**config.mk**
```make
export PLATFORM = sky130hd
export DESIGN_NAME = sacc_ctrl
export DESIGN_NICKNAME = d
export VERILOG_FILES = /design/src/rtl/sacc_pkg.sv /design/src/rtl/sacc_ctrl.sv
export SDC_FILE = /design/constraint.sdc
export NUM_CORES = 1
export LEC_CHECK = 0
export BUFFER_PORTS_ARGS = -buffer_cell sky130_fd_sc_hd__buf_4
export CAP_MARGIN = 20
export CORE_ASPECT_RATIO = 1.2
export CORE_MARGIN = 2
export CORE_UTILIZATION = 35
export DETAILED_ROUTE_END_ITERATION = 10
export SYNTH_ARGS = -nofsm -noshare
export SYNTH_HDL_FRONTEND = slang
export SYNTH_SLANG_ARGS = --single-unit
```
**constraint.sdc**
```tcl
create_clock -name core_clk -period 7.1 [get_ports core_clk]
set_input_delay 1.775 -clock core_clk [delete_from_list [all_inputs] [get_ports core_clk]]
set_output_delay 1.775 -clock core_clk [all_outputs]
set_load 0.05 [all_outputs]
```
**src/rtl/sacc_pkg.sv**
```systemverilog
// Constants for the successive-approximation converter control block.
// Assumes an 8-bit special function register port on the core clock.
// Functional notes
// [RULE_01] Clock-select code picks divide by 32/16/8/4.
// [RULE_02] Software keeps converter clock below 1 MHz.
// [RULE_03] Software sets clock-select before starting conversion.
// [RULE_04] Start bit begins conversion, self-clears at end.
// [RULE_05] End sets done flag, interrupt when enabled.
// [RULE_06] Write EFh or start clears done flag.
// [RULE_07] Channel codes: pins 0-9, ground, bandgap.
// [RULE_08] Conversion lasts 50 converter clock cycles.
// [RULE_09] Result loads together with done flag.
// [RULE_10] High byte bits 11-4, shared nibble 3-0.
// [RULE_11] Software keeps converter and touch channels apart.
// [RULE_12] Bandgap code keeps reference powered.
// [RULE_13] Bits decided MSB first, two clocks each.
// [RULE_14] Channel captured at start, held until done.
package sacc_pkg;
  // ==========================================================
  // Register addresses.
  localparam logic [7:0] ADDR_CLOCK_OPTIONS = 8'h94;
  localparam logic [7:0] ADDR_INT_FLAGS = 8'h95;
  localparam logic [7:0] ADDR_SHARED_RESULT = 8'haa;
  localparam logic [7:0] ADDR_RESULT_HIGH = 8'hab;
  localparam logic [7:0] ADDR_CHANNEL_SELECT = 8'hae;
  localparam logic [7:0] ADDR_AUX_CONTROL = 8'hf8;
  // ==========================================================
  // Field positions and reset values.
  localparam int DIV_SEL_LSB = 2;
  localparam int DONE_FLAG_BIT = 4;
  localparam int START_BIT = 4;
  localparam int CHAN_LSB = 4;
  localparam logic [7:0] RST_CLOCK_OPTIONS = 8'h00;
  localparam logic [7:0] RST_CHANNEL_SELECT = 8'hff;
  localparam logic [7:0] RST_AUX_CONTROL = 8'h00;
  localparam logic [7:0] FLAG_CLEAR_VALUE = 8'hef;
  // ==========================================================
  // Channel codes.
  localparam logic [3:0] CHAN_LAST_PIN = 4'h9;
  localparam logic [3:0] CHAN_GROUND = 4'ha;
  localparam logic [3:0] CHAN_BANDGAP = 4'hb;
  // ==========================================================
  // Timing in converter clock ticks and divide ratios minus one.
  localparam int CONV_TICKS = 50;
  localparam int RESULT_BITS = 12;
  localparam logic [4:0] DIV32_M1 = 5'h1f;
  localparam logic [4:0] DIV16_M1 = 5'h0f;
  localparam logic [4:0] DIV8_M1 = 5'h07;
  localparam logic [4:0] DIV4_M1 = 5'h03;
  typedef enum logic [1:0] {SACC_IDLE, SACC_SAMPLE, SACC_CONVERT} sacc_state_e;
endpackage

```
**src/rtl/sacc_ctrl.sv**
```systemverilog
// Converter control: register port, clock divider, sequencer and result store.
// Assumes the analog multiplexer and comparator sit outside, on the core clock.
`timescale 1ns/10ps
module sacc_ctrl #(
  parameter int CONV_TICKS = sacc_pkg::CONV_TICKS,
  parameter int RESULT_BITS = sacc_pkg::RESULT_BITS
) (
  input wire logic core_clk,
  input wire logic rstn,
  input wire logic [7:0] sfr_addr,
  input wire logic sfr_wr,
  input wire logic sfr_rd,
  input wire logic [7:0] sfr_wdata,
  output logic [7:0] sfr_rdata,
  input wire logic [3:0] touch_data_hi,
  input wire logic adc_int_en,
  output logic adc_irq_req,
  input wire logic cmp_in,
  output logic [11:0] dac_code,
  output logic sample_hold,
  output logic [3:0] mux_sel,
  output logic ground_sel,
  output logic bandgap_en
);
  localparam int SAMPLE_TICKS = CONV_TICKS - 2 * RESULT_BITS;

  // ==========================================================
  // Elaboration check.
  if (RESULT_BITS != 12 || SAMPLE_TICKS < 1 || CONV_TICKS > 63) begin : g_bad
    $error("sacc_ctrl: unsupported conversion length or result width");
  end

  logic [7:0] opt_q, opt_d, channel_select_register_q, channel_select_register_d, aux_q, aux_d, rdata_q, rdata_d;
  logic flag_q, flag_d, irq_q, irq_d;
  logic [11:0] res_q, res_d, trial_q, trial_d, final_res;
  logic [3:0] mux_q, mux_d;
  logic [4:0] div_q, div_d, div_max;
  logic [5:0] tick_q, tick_d;
  logic [4:0] phase;
  logic [3:0] bitn;
  sacc_pkg::sacc_state_e st_q, st_d;
  logic tick, done, start_wr, flag_wr, busy;

  // ==========================================================
  // Divider ratio and events.
  always_comb begin
    unique case (opt_q[sacc_pkg::DIV_SEL_LSB +: 2]) // see [RULE_01]
      2'b00: div_max = sacc_pkg::DIV32_M1;
      2'b01: div_max = sacc_pkg::DIV16_M1;
      2'b10: div_max = sacc_pkg::DIV8_M1;
      2'b11: div_max = sacc_pkg::DIV4_M1;
    endcase
  end

  assign busy = (st_q != sacc_pkg::SACC_IDLE);
  assign tick = busy && (div_q == div_max);
  assign start_wr = sfr_wr && (sfr_addr == sacc_pkg::ADDR_AUX_CONTROL)
                    && sfr_wdata[sacc_pkg::START_BIT];
  // Any write that leaves the flag bit at zero clears it, EFh included.
  assign flag_wr = sfr_wr && (sfr_addr == sacc_pkg::ADDR_INT_FLAGS)
                   && !sfr_wdata[sacc_pkg::DONE_FLAG_BIT];
  assign done = tick && (tick_q == 6'(CONV_TICKS - 1)); // see [RULE_08]
  assign phase = 5'(tick_q - 6'(SAMPLE_TICKS));
  assign bitn = 4'(11 - 32'(phase[4:1]));
  // Final value includes the decision on bit zero taken on the last tick.
  always_comb begin
    final_res = trial_q;
    if (!cmp_in) begin
      final_res[0] = 1'b0;
    end
  end

  // ==========================================================
  // Next-state logic for registers and sequencer.
  always_comb begin
    opt_d = opt_q;
    channel_select_register_d = channel_select_register_q;
    aux_d = aux_q;
    flag_d = flag_q;
    res_d = res_q;
    trial_d = trial_q;
    mux_d = mux_q;
    div_d = div_q;
    tick_d = tick_q;
    st_d = st_q;
    rdata_d = 8'h00;
    if (sfr_wr) begin
      unique case (sfr_addr)
        sacc_pkg::ADDR_CLOCK_OPTIONS: opt_d = sfr_wdata; // see [RULE_03]
        sacc_pkg::ADDR_CHANNEL_SELECT: channel_select_register_d = sfr_wdata;
        // The start bit belongs to the sequencer while a conversion runs.
        sacc_pkg::ADDR_AUX_CONTROL: begin
          aux_d = sfr_wdata;
          aux_d[sacc_pkg::START_BIT] = aux_q[sacc_pkg::START_BIT]
                                       || sfr_wdata[sacc_pkg::START_BIT];
        end
        default: ;
      endcase
    end
    if (flag_wr || start_wr) begin
      flag_d = 1'b0; // see [RULE_06]
    end
    // Divider restarts with each conversion so the tick count is exact.
    div_d = (!busy || tick) ? 5'h00 : 5'(div_q + 5'h01);
    unique case (st_q)
      sacc_pkg::SACC_IDLE: begin
        if (start_wr) begin // see [RULE_04]
          st_d = sacc_pkg::SACC_SAMPLE;
          tick_d = 6'h00;
          mux_d = sfr_wr && sfr_addr == sacc_pkg::ADDR_CHANNEL_SELECT ? sfr_wdata[7:4]
                  : channel_select_register_q[sacc_pkg::CHAN_LSB +: 4]; // see [RULE_14]
          trial_d = 12'h000;
        end
      end
      sacc_pkg::SACC_SAMPLE: begin
        if (tick) begin
          tick_d = 6'(tick_q + 6'h01);
          if (tick_q == 6'(SAMPLE_TICKS - 1)) begin
            st_d = sacc_pkg::SACC_CONVERT;
            trial_d = 12'h800; // see [RULE_13]
          end
        end
      end
      sacc_pkg::SACC_CONVERT: begin
        if (tick) begin
          tick_d = 6'(tick_q + 6'h01);
          // Even ticks let the comparator settle, odd ticks decide a bit.
          if (phase[0]) begin
            if (!cmp_in) begin
              trial_d[bitn] = 1'b0; // see [RULE_13]
            end
            if (bitn != 4'h0) begin
              trial_d[bitn - 4'h1] = 1'b1;
            end
          end
          if (done) begin
            st_d = sacc_pkg::SACC_IDLE;
            res_d = final_res; // see [RULE_09]
            aux_d[sacc_pkg::START_BIT] = 1'b0; // see [RULE_04]
            flag_d = 1'b1; // see [RULE_05]
          end
        end
      end
      default: st_d = sacc_pkg::SACC_IDLE;
    endcase
    if (sfr_rd) begin
      unique case (sfr_addr)
        sacc_pkg::ADDR_CLOCK_OPTIONS: rdata_d = opt_q;
        sacc_pkg::ADDR_INT_FLAGS: rdata_d = {3'b000, flag_q, 4'h0};
        sacc_pkg::ADDR_SHARED_RESULT: rdata_d = {res_q[3:0], touch_data_hi}; // see [RULE_10]
        sacc_pkg::ADDR_RESULT_HIGH: rdata_d = res_q[11:4]; // see [RULE_10]
        sacc_pkg::ADDR_CHANNEL_SELECT: rdata_d = channel_select_register_q;
        sacc_pkg::ADDR_AUX_CONTROL: rdata_d = aux_q;
        default: rdata_d = 8'h00;
      endcase
    end
    irq_d = flag_d && adc_int_en; // see [RULE_05]
  end

  // ==========================================================
  // State registers.
  always_ff @(posedge core_clk or negedge rstn) begin
    if (!rstn) begin
      opt_q <= sacc_pkg::RST_CLOCK_OPTIONS;
      channel_select_register_q <= sacc_pkg::RST_CHANNEL_SELECT;
      aux_q <= sacc_pkg::RST_AUX_CONTROL;
      flag_q <= 1'b0;
      irq_q <= 1'b0;
      res_q <= 12'h000;
      trial_q <= 12'h000;
      mux_q <= 4'hf;
      div_q <= 5'h00;
      tick_q <= 6'h00;
      st_q <= sacc_pkg::SACC_IDLE;
      rdata_q <= 8'h00;
    end else begin
      opt_q <= opt_d;
      channel_select_register_q <= channel_select_register_d;
      aux_q <= aux_d;
      flag_q <= flag_d;
      irq_q <= irq_d;
      res_q <= res_d;
      trial_q <= trial_d;
      mux_q <= mux_d;
      div_q <= div_d;
      tick_q <= tick_d;
      st_q <= st_d;
      rdata_q <= rdata_d;
    end
  end

  // ==========================================================
  // Outputs; codes 11xx select no input at all.
  assign sfr_rdata = rdata_q;
  assign adc_irq_req = irq_q;
  assign dac_code = trial_q;
  assign sample_hold = (st_q == sacc_pkg::SACC_SAMPLE);
  assign mux_sel = (mux_q <= sacc_pkg::CHAN_LAST_PIN) ? mux_q : 4'hf; // see [RULE_07]
  assign ground_sel = (mux_q == sacc_pkg::CHAN_GROUND); // see [RULE_07]
  // Reference follows the live field so software can drop it for low standby current.
  assign bandgap_en = (channel_select_register_q[sacc_pkg::CHAN_LSB +: 4]
                       == sacc_pkg::CHAN_BANDGAP); // see [RULE_12]

  // ==========================================================
  // Length helper.
  // Cycles spent busy since the start was taken; it restarts from zero whenever idle.
  // The check below reads it at the completing tick, so it sees one less than the length.
  logic [11:0] busy_len_q, busy_len_d;
  always_comb begin
    busy_len_d = busy ? 12'(busy_len_q + 12'h001) : 12'h000;
  end
  // Plain register for the helper count.
  always_ff @(posedge core_clk or negedge rstn) begin
    if (!rstn) begin
      busy_len_q <= 12'h000;
    end else begin
      busy_len_q <= busy_len_d;
    end
  end
endmodule

```
==> results.yml, run 1 <==
run_status:
  status: "complete, no violations"
power_and_ir_drop:
  power_density_nw_per_um2: 235.6
  vdd_drop_max_uv: 90.04
  p_seq_share_pct: 43.1
  power_frac_comb_pct: 14.5
  clkPwrFrac_pct: 42.3
  fin_total_pwr_mw: 1.087
  p_sw_uw: 301.6
  swShare_pct: 27.76
  leakage_nw: 2.097
  internal-power_uw: 784.9
critical_path:
  crit_top_cell: "mux2_2"
  worstSetupEndpointType: "flop"
  crit_required_ns: 7.37
  cp_cell_sequence: "buf_4 -> nand2_1 -> nor4_2 -> and4b_1 -> mux2_2 -> mux2_2"
  crit_arrival_ns: 3.97
  critPathMaxStageDelay_ns: 0.78
  critPathBufInv: 1
  cp_max_fo: 10
  cp_num_cells: 6
  critical_path_class: "input port to flop"
  slowest_stage: "nor4_2"
  cp-start-kind: "input port"
  reg2reg_depth: 7
  cp_top_family: "simple AND/OR/NAND/NOR gates"
clocking:
  h-tree-depth: 3
  cts-resized-gates: 0
  clock_sinks: 75
  root_buffer: "clkbuf_16"
  clk_pin_slew_worst_paths_ns: 0.06
  post-cts-setup-buffer-count: 0
  ctsHoldBuffers: 0
  cts_tree: "yes"
  clk_path_buf_depth: 2
  cts_buffers: 9
  insertion_delay_ns: 0.34
logic_synthesis:
  postSynthCellCount: 362
  synth_compound_area_share_pct: 14.38
  synth_edf_count: 0
  synth_fa_ha_area_share_pct: 2.257
  yosysTopAreaCell: "dfrtp_1"
  ys_seq_area_share_pct: 48.74
  ys.flop_type: "dfrtp_1"
  synth_area_leaders: "dfrtp_1, mux2_2, dfstp_2, mux2i_1, nand2_1"
  syn_area_um2: 3881
  synth_nets: 395
  yosys.area.top_type_share_pct: 40.62
  synth_top_family_by_area: "compound AO/OA/AOI/OAI gates"
  synthArstFlopShare_pct: 100.0
  yosysMostFrequentCell: "dfrtp_1"
  ys_types: 59
  ys_seq_elements: 75
  syn_avg_cell_area_um2: 10.72
  muxShareOfSynthArea_pct: 14.38
  ys_warn_count: 0
  synthXorXnorAreaFrac_pct: 1.805
  yosys.area_share.simple_pct: 13.19
  synthTopCellsByCount: "dfrtp_1, mux2_2, nand2_1"
cells_and_area:
  num-nets-final: 434
  drive_above_1_share_pct: 32.02
  fillers: 1049
  multi_input_area_um2: 1785
  ff_latch_area_um2: 1892
  final_area_um2: 4612
  fin_util_pct: 42.19
  stdcell_count: 538
  syn2layout_area_growth_pct: 18.83
  diodes: 0
sta:
  slew-limit-headroom_pct: 37.58
  hold_viol: 0
  post-route-min-period_ns: 3.700
  skew_ns: 0.003991
  fmax_ghz: 0.2703
  drv_slew: 0
  max_slew.worst_pin.slew_ns: 0.9286
  finalSetupViolations: 0
  finalSetupTns_ns: 0
  rsz0062_at_grt: "no"
  fin_crit_sh_pct: 52.11
floorplanning:
  io_pins: 54
  die_h_um: 119.4
  core_um2: 10930
  start_util_pct: 35.51
  die_x_um: 100.1
  rows: 42
  fp.dieArea_um2: 11950
grt:
  grt_pass1_wl_mm: 14.83
  grt_pass1_vias: 2884
  grt_max_degree: 76
  grt.total_usage_pct: 15.91
  antenna_found_initial: 0
  grt.overflow.total: 0
placement:
  placedCellCount: 521
  placed_cell_area_um2: 4297
  gp_congestion: 0.8606
  dp_hpwl_mm: 6.653
  io_buffers: 53
route:
  firstDrtPassIters: 4
  drc: 0
  wl_per_cell_um: 17.05
  drt_iter0_markers: 142
  antenna_left: 0
  vias_per_cell: 5.361
  drt-total-wl_mm: 9.173
  vias: 2884
min_path:
  holdCritPathClass: "flop to flop"
  hold_depth: 1
job:
  cap_violations: 0
[placed cells by master (no fill, tap or decap), types with 2 or more instances in the layout]
cell,netlist,layout
buf_4,11,53
clkinv_4,0,2
nand3_1,11,11
xnor2_1,2,2
ha_1,7,7
a211oi_1,3,3
xor2_1,6,6
o21ai_0,19,19
inv_1,15,15
nand2_1,31,31
a31oi_1,2,2
a21boi_0,2,2
clkbuf_16,0,9
nor3_1,7,7
or4b_2,2,2
mux2i_1,13,13
a21oi_1,20,20
and4b_1,2,2
a32oi_1,2,2
a22o_1,3,3
nor2b_1,4,4
a22oi_1,9,9
clkinv_2,0,2
dfstp_2,12,12
nand2b_1,6,6
nand4_1,3,3
nor2_1,19,19
dfrtp_1,63,63
mux2_2,38,38
o2bb2ai_1,3,3
a21o_1,4,4
nor4_1,2,2
[through the flow]
step / hold WS [ns] / setup slack, ns
detailed placement: 0.4610 / 3.039
global route: 0.4895 / 3.254
CTS: 0.4686 / 3.390
global placement: 0.4476 / 3.100
finish: 0.4665 / 3.400
floorplan: 0.4329 / 3.582
[path summary, 6_finish.rpt]
path | startpoint | to | slack (ns)
min in group asynchronous | rstn | opt_q[5] | 1.56
worst max-delay path | sfr_addr[5] | mux_q[3] | 3.40
max in group asynchronous | rstn | opt_q[4] | 4.92
worst min-delay path | div_q[0] | div_q[0] | 0.47
worst max register to register | tick_q[1] | dac_code[10] | 4.55
worst min register to register | div_q[0] | div_q[0] | 0.47
[layout make-up]
class | count | area share, %
Sequential cell | 75 | 41.02
Clock inverter | 6 | 1.411
Inverter | 15 | 1.221
Tap cell | 132 | 3.581
Timing Repair Buffer | 54 | 8.871
Multi-Input combinational cell | 246 | 38.71
Clock buffer | 10 | 5.182
[cell families (layout without fill, tap and decap cells)]
logic type / count (synthesis) / after routing
flip-flops: 75 / 75
AND/OR/NAND/NOR: 98 / 98
XOR/XNOR: 8 / 8
buffers and inverters: 41 / 85
multiplexers: 51 / 51
AO/OA/AOI/OAI: 82 / 82
adder cells (fa/ha/maj): 7 / 7
[routing by layer]
| metal | share of wire [%] | global-route usage (%) |
|---|---|---|
| met1 | 45 | 20.03 |
| met5 | 0 | 0 |
| met3 | 4.4 | 3.345 |
| met4 | 2.5 | 7.705 |
| met2 | 49 | 25.80 |
[power by group through the flow]
stage,sequential (mW),clock (mW),combinational [mW]
floorplan,0.468,0,0.110
global placement,0.474,0,0.155
detailed placement,0.476,0,0.158
CTS,0.468,0.474,0.158
global route,0.471,0.488,0.174
finish,0.468,0.460,0.158
[flip-flops by register name (all words and copies together), names as in the netlist, 4 cells and up]
signal	count
dac_code	12
res_q	12
aux_q	8
channel_select_register_q	8
opt_q	8
sfr_rdata	8
tick_q	6
div_q	5
mux_q	4
Power figures use the tool's default switching activity.
==> run 2, diff against run 1 <==
Settings changed: ABC_AREA from default to 1.
Clock period 7.1 ns to 3.5 ns, I/O delays scaled along.
==> run 2 against run 1 <==
  * Synthesized cell count grew 45%
  * Global-route usage is 0.88 points higher
  * Flip-flop and latch count did not move
  * Power increased by 150%
  * Clock-buffer cell count up 2
  * Critical path depth is 3 lower
  * Core utilization shrank 0.40 points
  * Die area rose by 4.1%
  * Cell count grew 35%
  * Highest routed layer unchanged
  * Sequential power rose by 120%
  * Wire length increased by 6.3%
  * Final area increased by 3.4%
  * Critical endpoint is now bandgap_en
==> results.yml, run 2 <==
run_status:
  status: "complete, no violations"
clocking:
  clk_pin_slew_worst_paths_ns: 0.06
  cts_tree: "yes"
  insertion_delay_ns: 0.34
  cts-resized-gates: 0
  clk_path_buf_depth: 2
  ctsHoldBuffers: 0
  h-tree-depth: 3
  post-cts-setup-buffer-count: 0
  cts_buffers: 9
  clock_sinks: 75
  root_buffer: "clkbuf_16"
power_and_ir_drop:
  vdd_drop_max_uv: 216.7
  power_density_nw_per_um2: 561.6
  leakage_nw: 2.410
  fin_total_pwr_mw: 2.677
critical_path:
  crit_required_ns: 2.62
  critical_path_class: "flop to output pin"
  worstSetupEndpointType: "output pin"
  crit_arrival_ns: 1.52
  cp-start-kind: "flop"
  cp_max_fo: 3
  critPathMaxStageDelay_ns: 0.51
  cp_cell_sequence: "inv_1 -> nor4_1 -> buf_4"
  slowest_stage: "dfstp_2"
cells_and_area:
  num-nets-final: 599
  mostFrequentLayoutCells: "nand2_1, dfrtp_1, nand3_1, buf_4, inv_1"
  syn2layout_area_growth_pct: 17.77
  stdcell_count: 728
  diodes: 0
  layout_commonest_cell: "nand2_1"
  drive_above_1_share_pct: 18.21
logic_synthesis:
  ys.flop_type: "dfrtp_1"
  ys_types: 36
  synth_area_leaders: "dfrtp_1, nand2_1, dfstp_2, nand3_1, o21ai_0"
  synthTopCellsByCount: "nand2_1, dfrtp_1, nand3_1"
  synth_edf_count: 0
  yosys.area.top_type_share_pct: 38.95
  ys_warn_count: 0
  syn_area_um2: 4048
  ys_seq_elements: 75
  ys_seq_area_share_pct: 46.74
  synthArstFlopShare_pct: 100.0
  yosysTopAreaCell: "dfrtp_1"
  syn_avg_cell_area_um2: 7.710
  yosysMostFrequentCell: "nand2_1"
  postSynthCellCount: 525
  synth_nets: 558
min_path:
  holdCritPathClass: "flop to flop"
sta:
  slew-limit-headroom_pct: 36.05
  whs_ns: 0.4645
  post-route-min-period_ns: 2.393
  fmax_ghz: 0.4180
  finalSetupTns_ns: 0
  fin_crit_sh_pct: 68.36
  finalSetupViolations: 0
  drv_slew: 0
  max_slew.worst_pin.slew_ns: 0.9593
  worst_slack_ns: 1.107
  hold_viol: 0
  skew_ns: 0.008209
  rsz0062_at_grt: "no"
route:
  wl_per_cell_um: 13.39
  drt-total-wl_mm: 9.750
  drt_iter0_markers: 211
  firstDrtPassIters: 4
  drc: 0
  vias: 3482
  antenna_left: 0
  vias_per_cell: 4.783
placement:
  place_ws_ns: 1.095
  io_buffers: 53
  gp_congestion: 0.8555
  dp_hpwl_mm: 7.173
  placedCellCount: 712
floorplanning:
  die_h_um: 121.8
  fp.dieArea_um2: 12440
  io_pins: 54
  rows: 43
  core_um2: 11410
  die_x_um: 102.2
  start_util_pct: 35.49
grt:
  grt_max_degree: 76
  grt_pass1_vias: 3401
  grt.total_usage_pct: 16.79
  grt.overflow.total: 0
  antenna_found_initial: 0
  grt_pass1_wl_mm: 16.35
job:
  cap_violations: 0
run 2: changes by cell type after synthesis, moves of 6 or more:
cell / before / now
a22oi_1: 9 / 0
mux2_2: 38 / 0
nand3_1: 11 / 55
clkbuf_1: 12 / 5
nand2b_1: 6 / 0
inv_1: 15 / 45
o21ai_0: 19 / 39
nand2_1: 31 / 169
mux2i_1: 13 / 0
nor2_1: 19 / 42
run 2: worst max-delay path, delay by kind of cell, from the launching register on:
kind	cells	cell delay [ns]
simple gates	1	0.34
buf+inv	2	0.33
flops	1	0.51
run 2: worst paths after layout:
path	cells after the start	end	slack, ns	from
max in group asynchronous	1	res_q[11]	2.18	rstn
hold reg to reg	1	div_q[0]	0.46	div_q[0]
setup reg to reg	10	adc_irq_req	1.44	tick_q[1]
setup / recovery	3	bandgap_en	1.11	channel_select_register_q[5]
hold / removal	1	div_q[0]	0.46	div_q[0]
min in group asynchronous	1	aux_q[0]	0.67	rstn
run 2: cells by family (layout without fill, tap and decap cells):
group | Yosys count | in the layout | share of synthesized area [%]
compound gates | 71 | 71 | 9.552
xor+xnor | 5 | 5 | 1.082
buf+inv | 74 | 120 | 8.717
simple gates | 293 | 293 | 31.75
fa+ha+maj | 7 | 7 | 2.164
flops | 75 | 75 | 46.74
run 2: metal layers:
layer | up-vias | GRT usage, % | part of all wire, %
met1 | 1631 | 20.92 | 43
met3 | 15 | 3.959 | 3.9
met2 | 74 | 28.17 | 51
met4 | 0 | 6.250 | 2.0
met5 | - | 0 | 0
li1 | 1762 | - | -
run 2: area by class of cell:
type / count / area [um^2]
fill: 1183 / 6639
sequential: 75 / 1892
multi-input combinational: 376 / 1803
timing repair buffer: 54 / 405.4
clock buffer: 12 / 256.5
tap: 157 / 196.4
inverter: 50 / 187.7
clock inverter: 4 / 26.28
run 2: report_power, final:
part           switching (mW)  total [mW]  internal [mW]
combinational           0.538       0.763          0.226
sequential             0.0920        1.05          0.956
clock                   0.349       0.866          0.517
run 2: through the flow:
stage,area [um^2],util [%]
6_report,4767,41.79
5_1_grt,4767,41.79
4_1_cts,4767,41.79
3_5_place_dp,4484,39.32
3_3_place_gp,4484,39.32
2_1_floorplan,4048,-
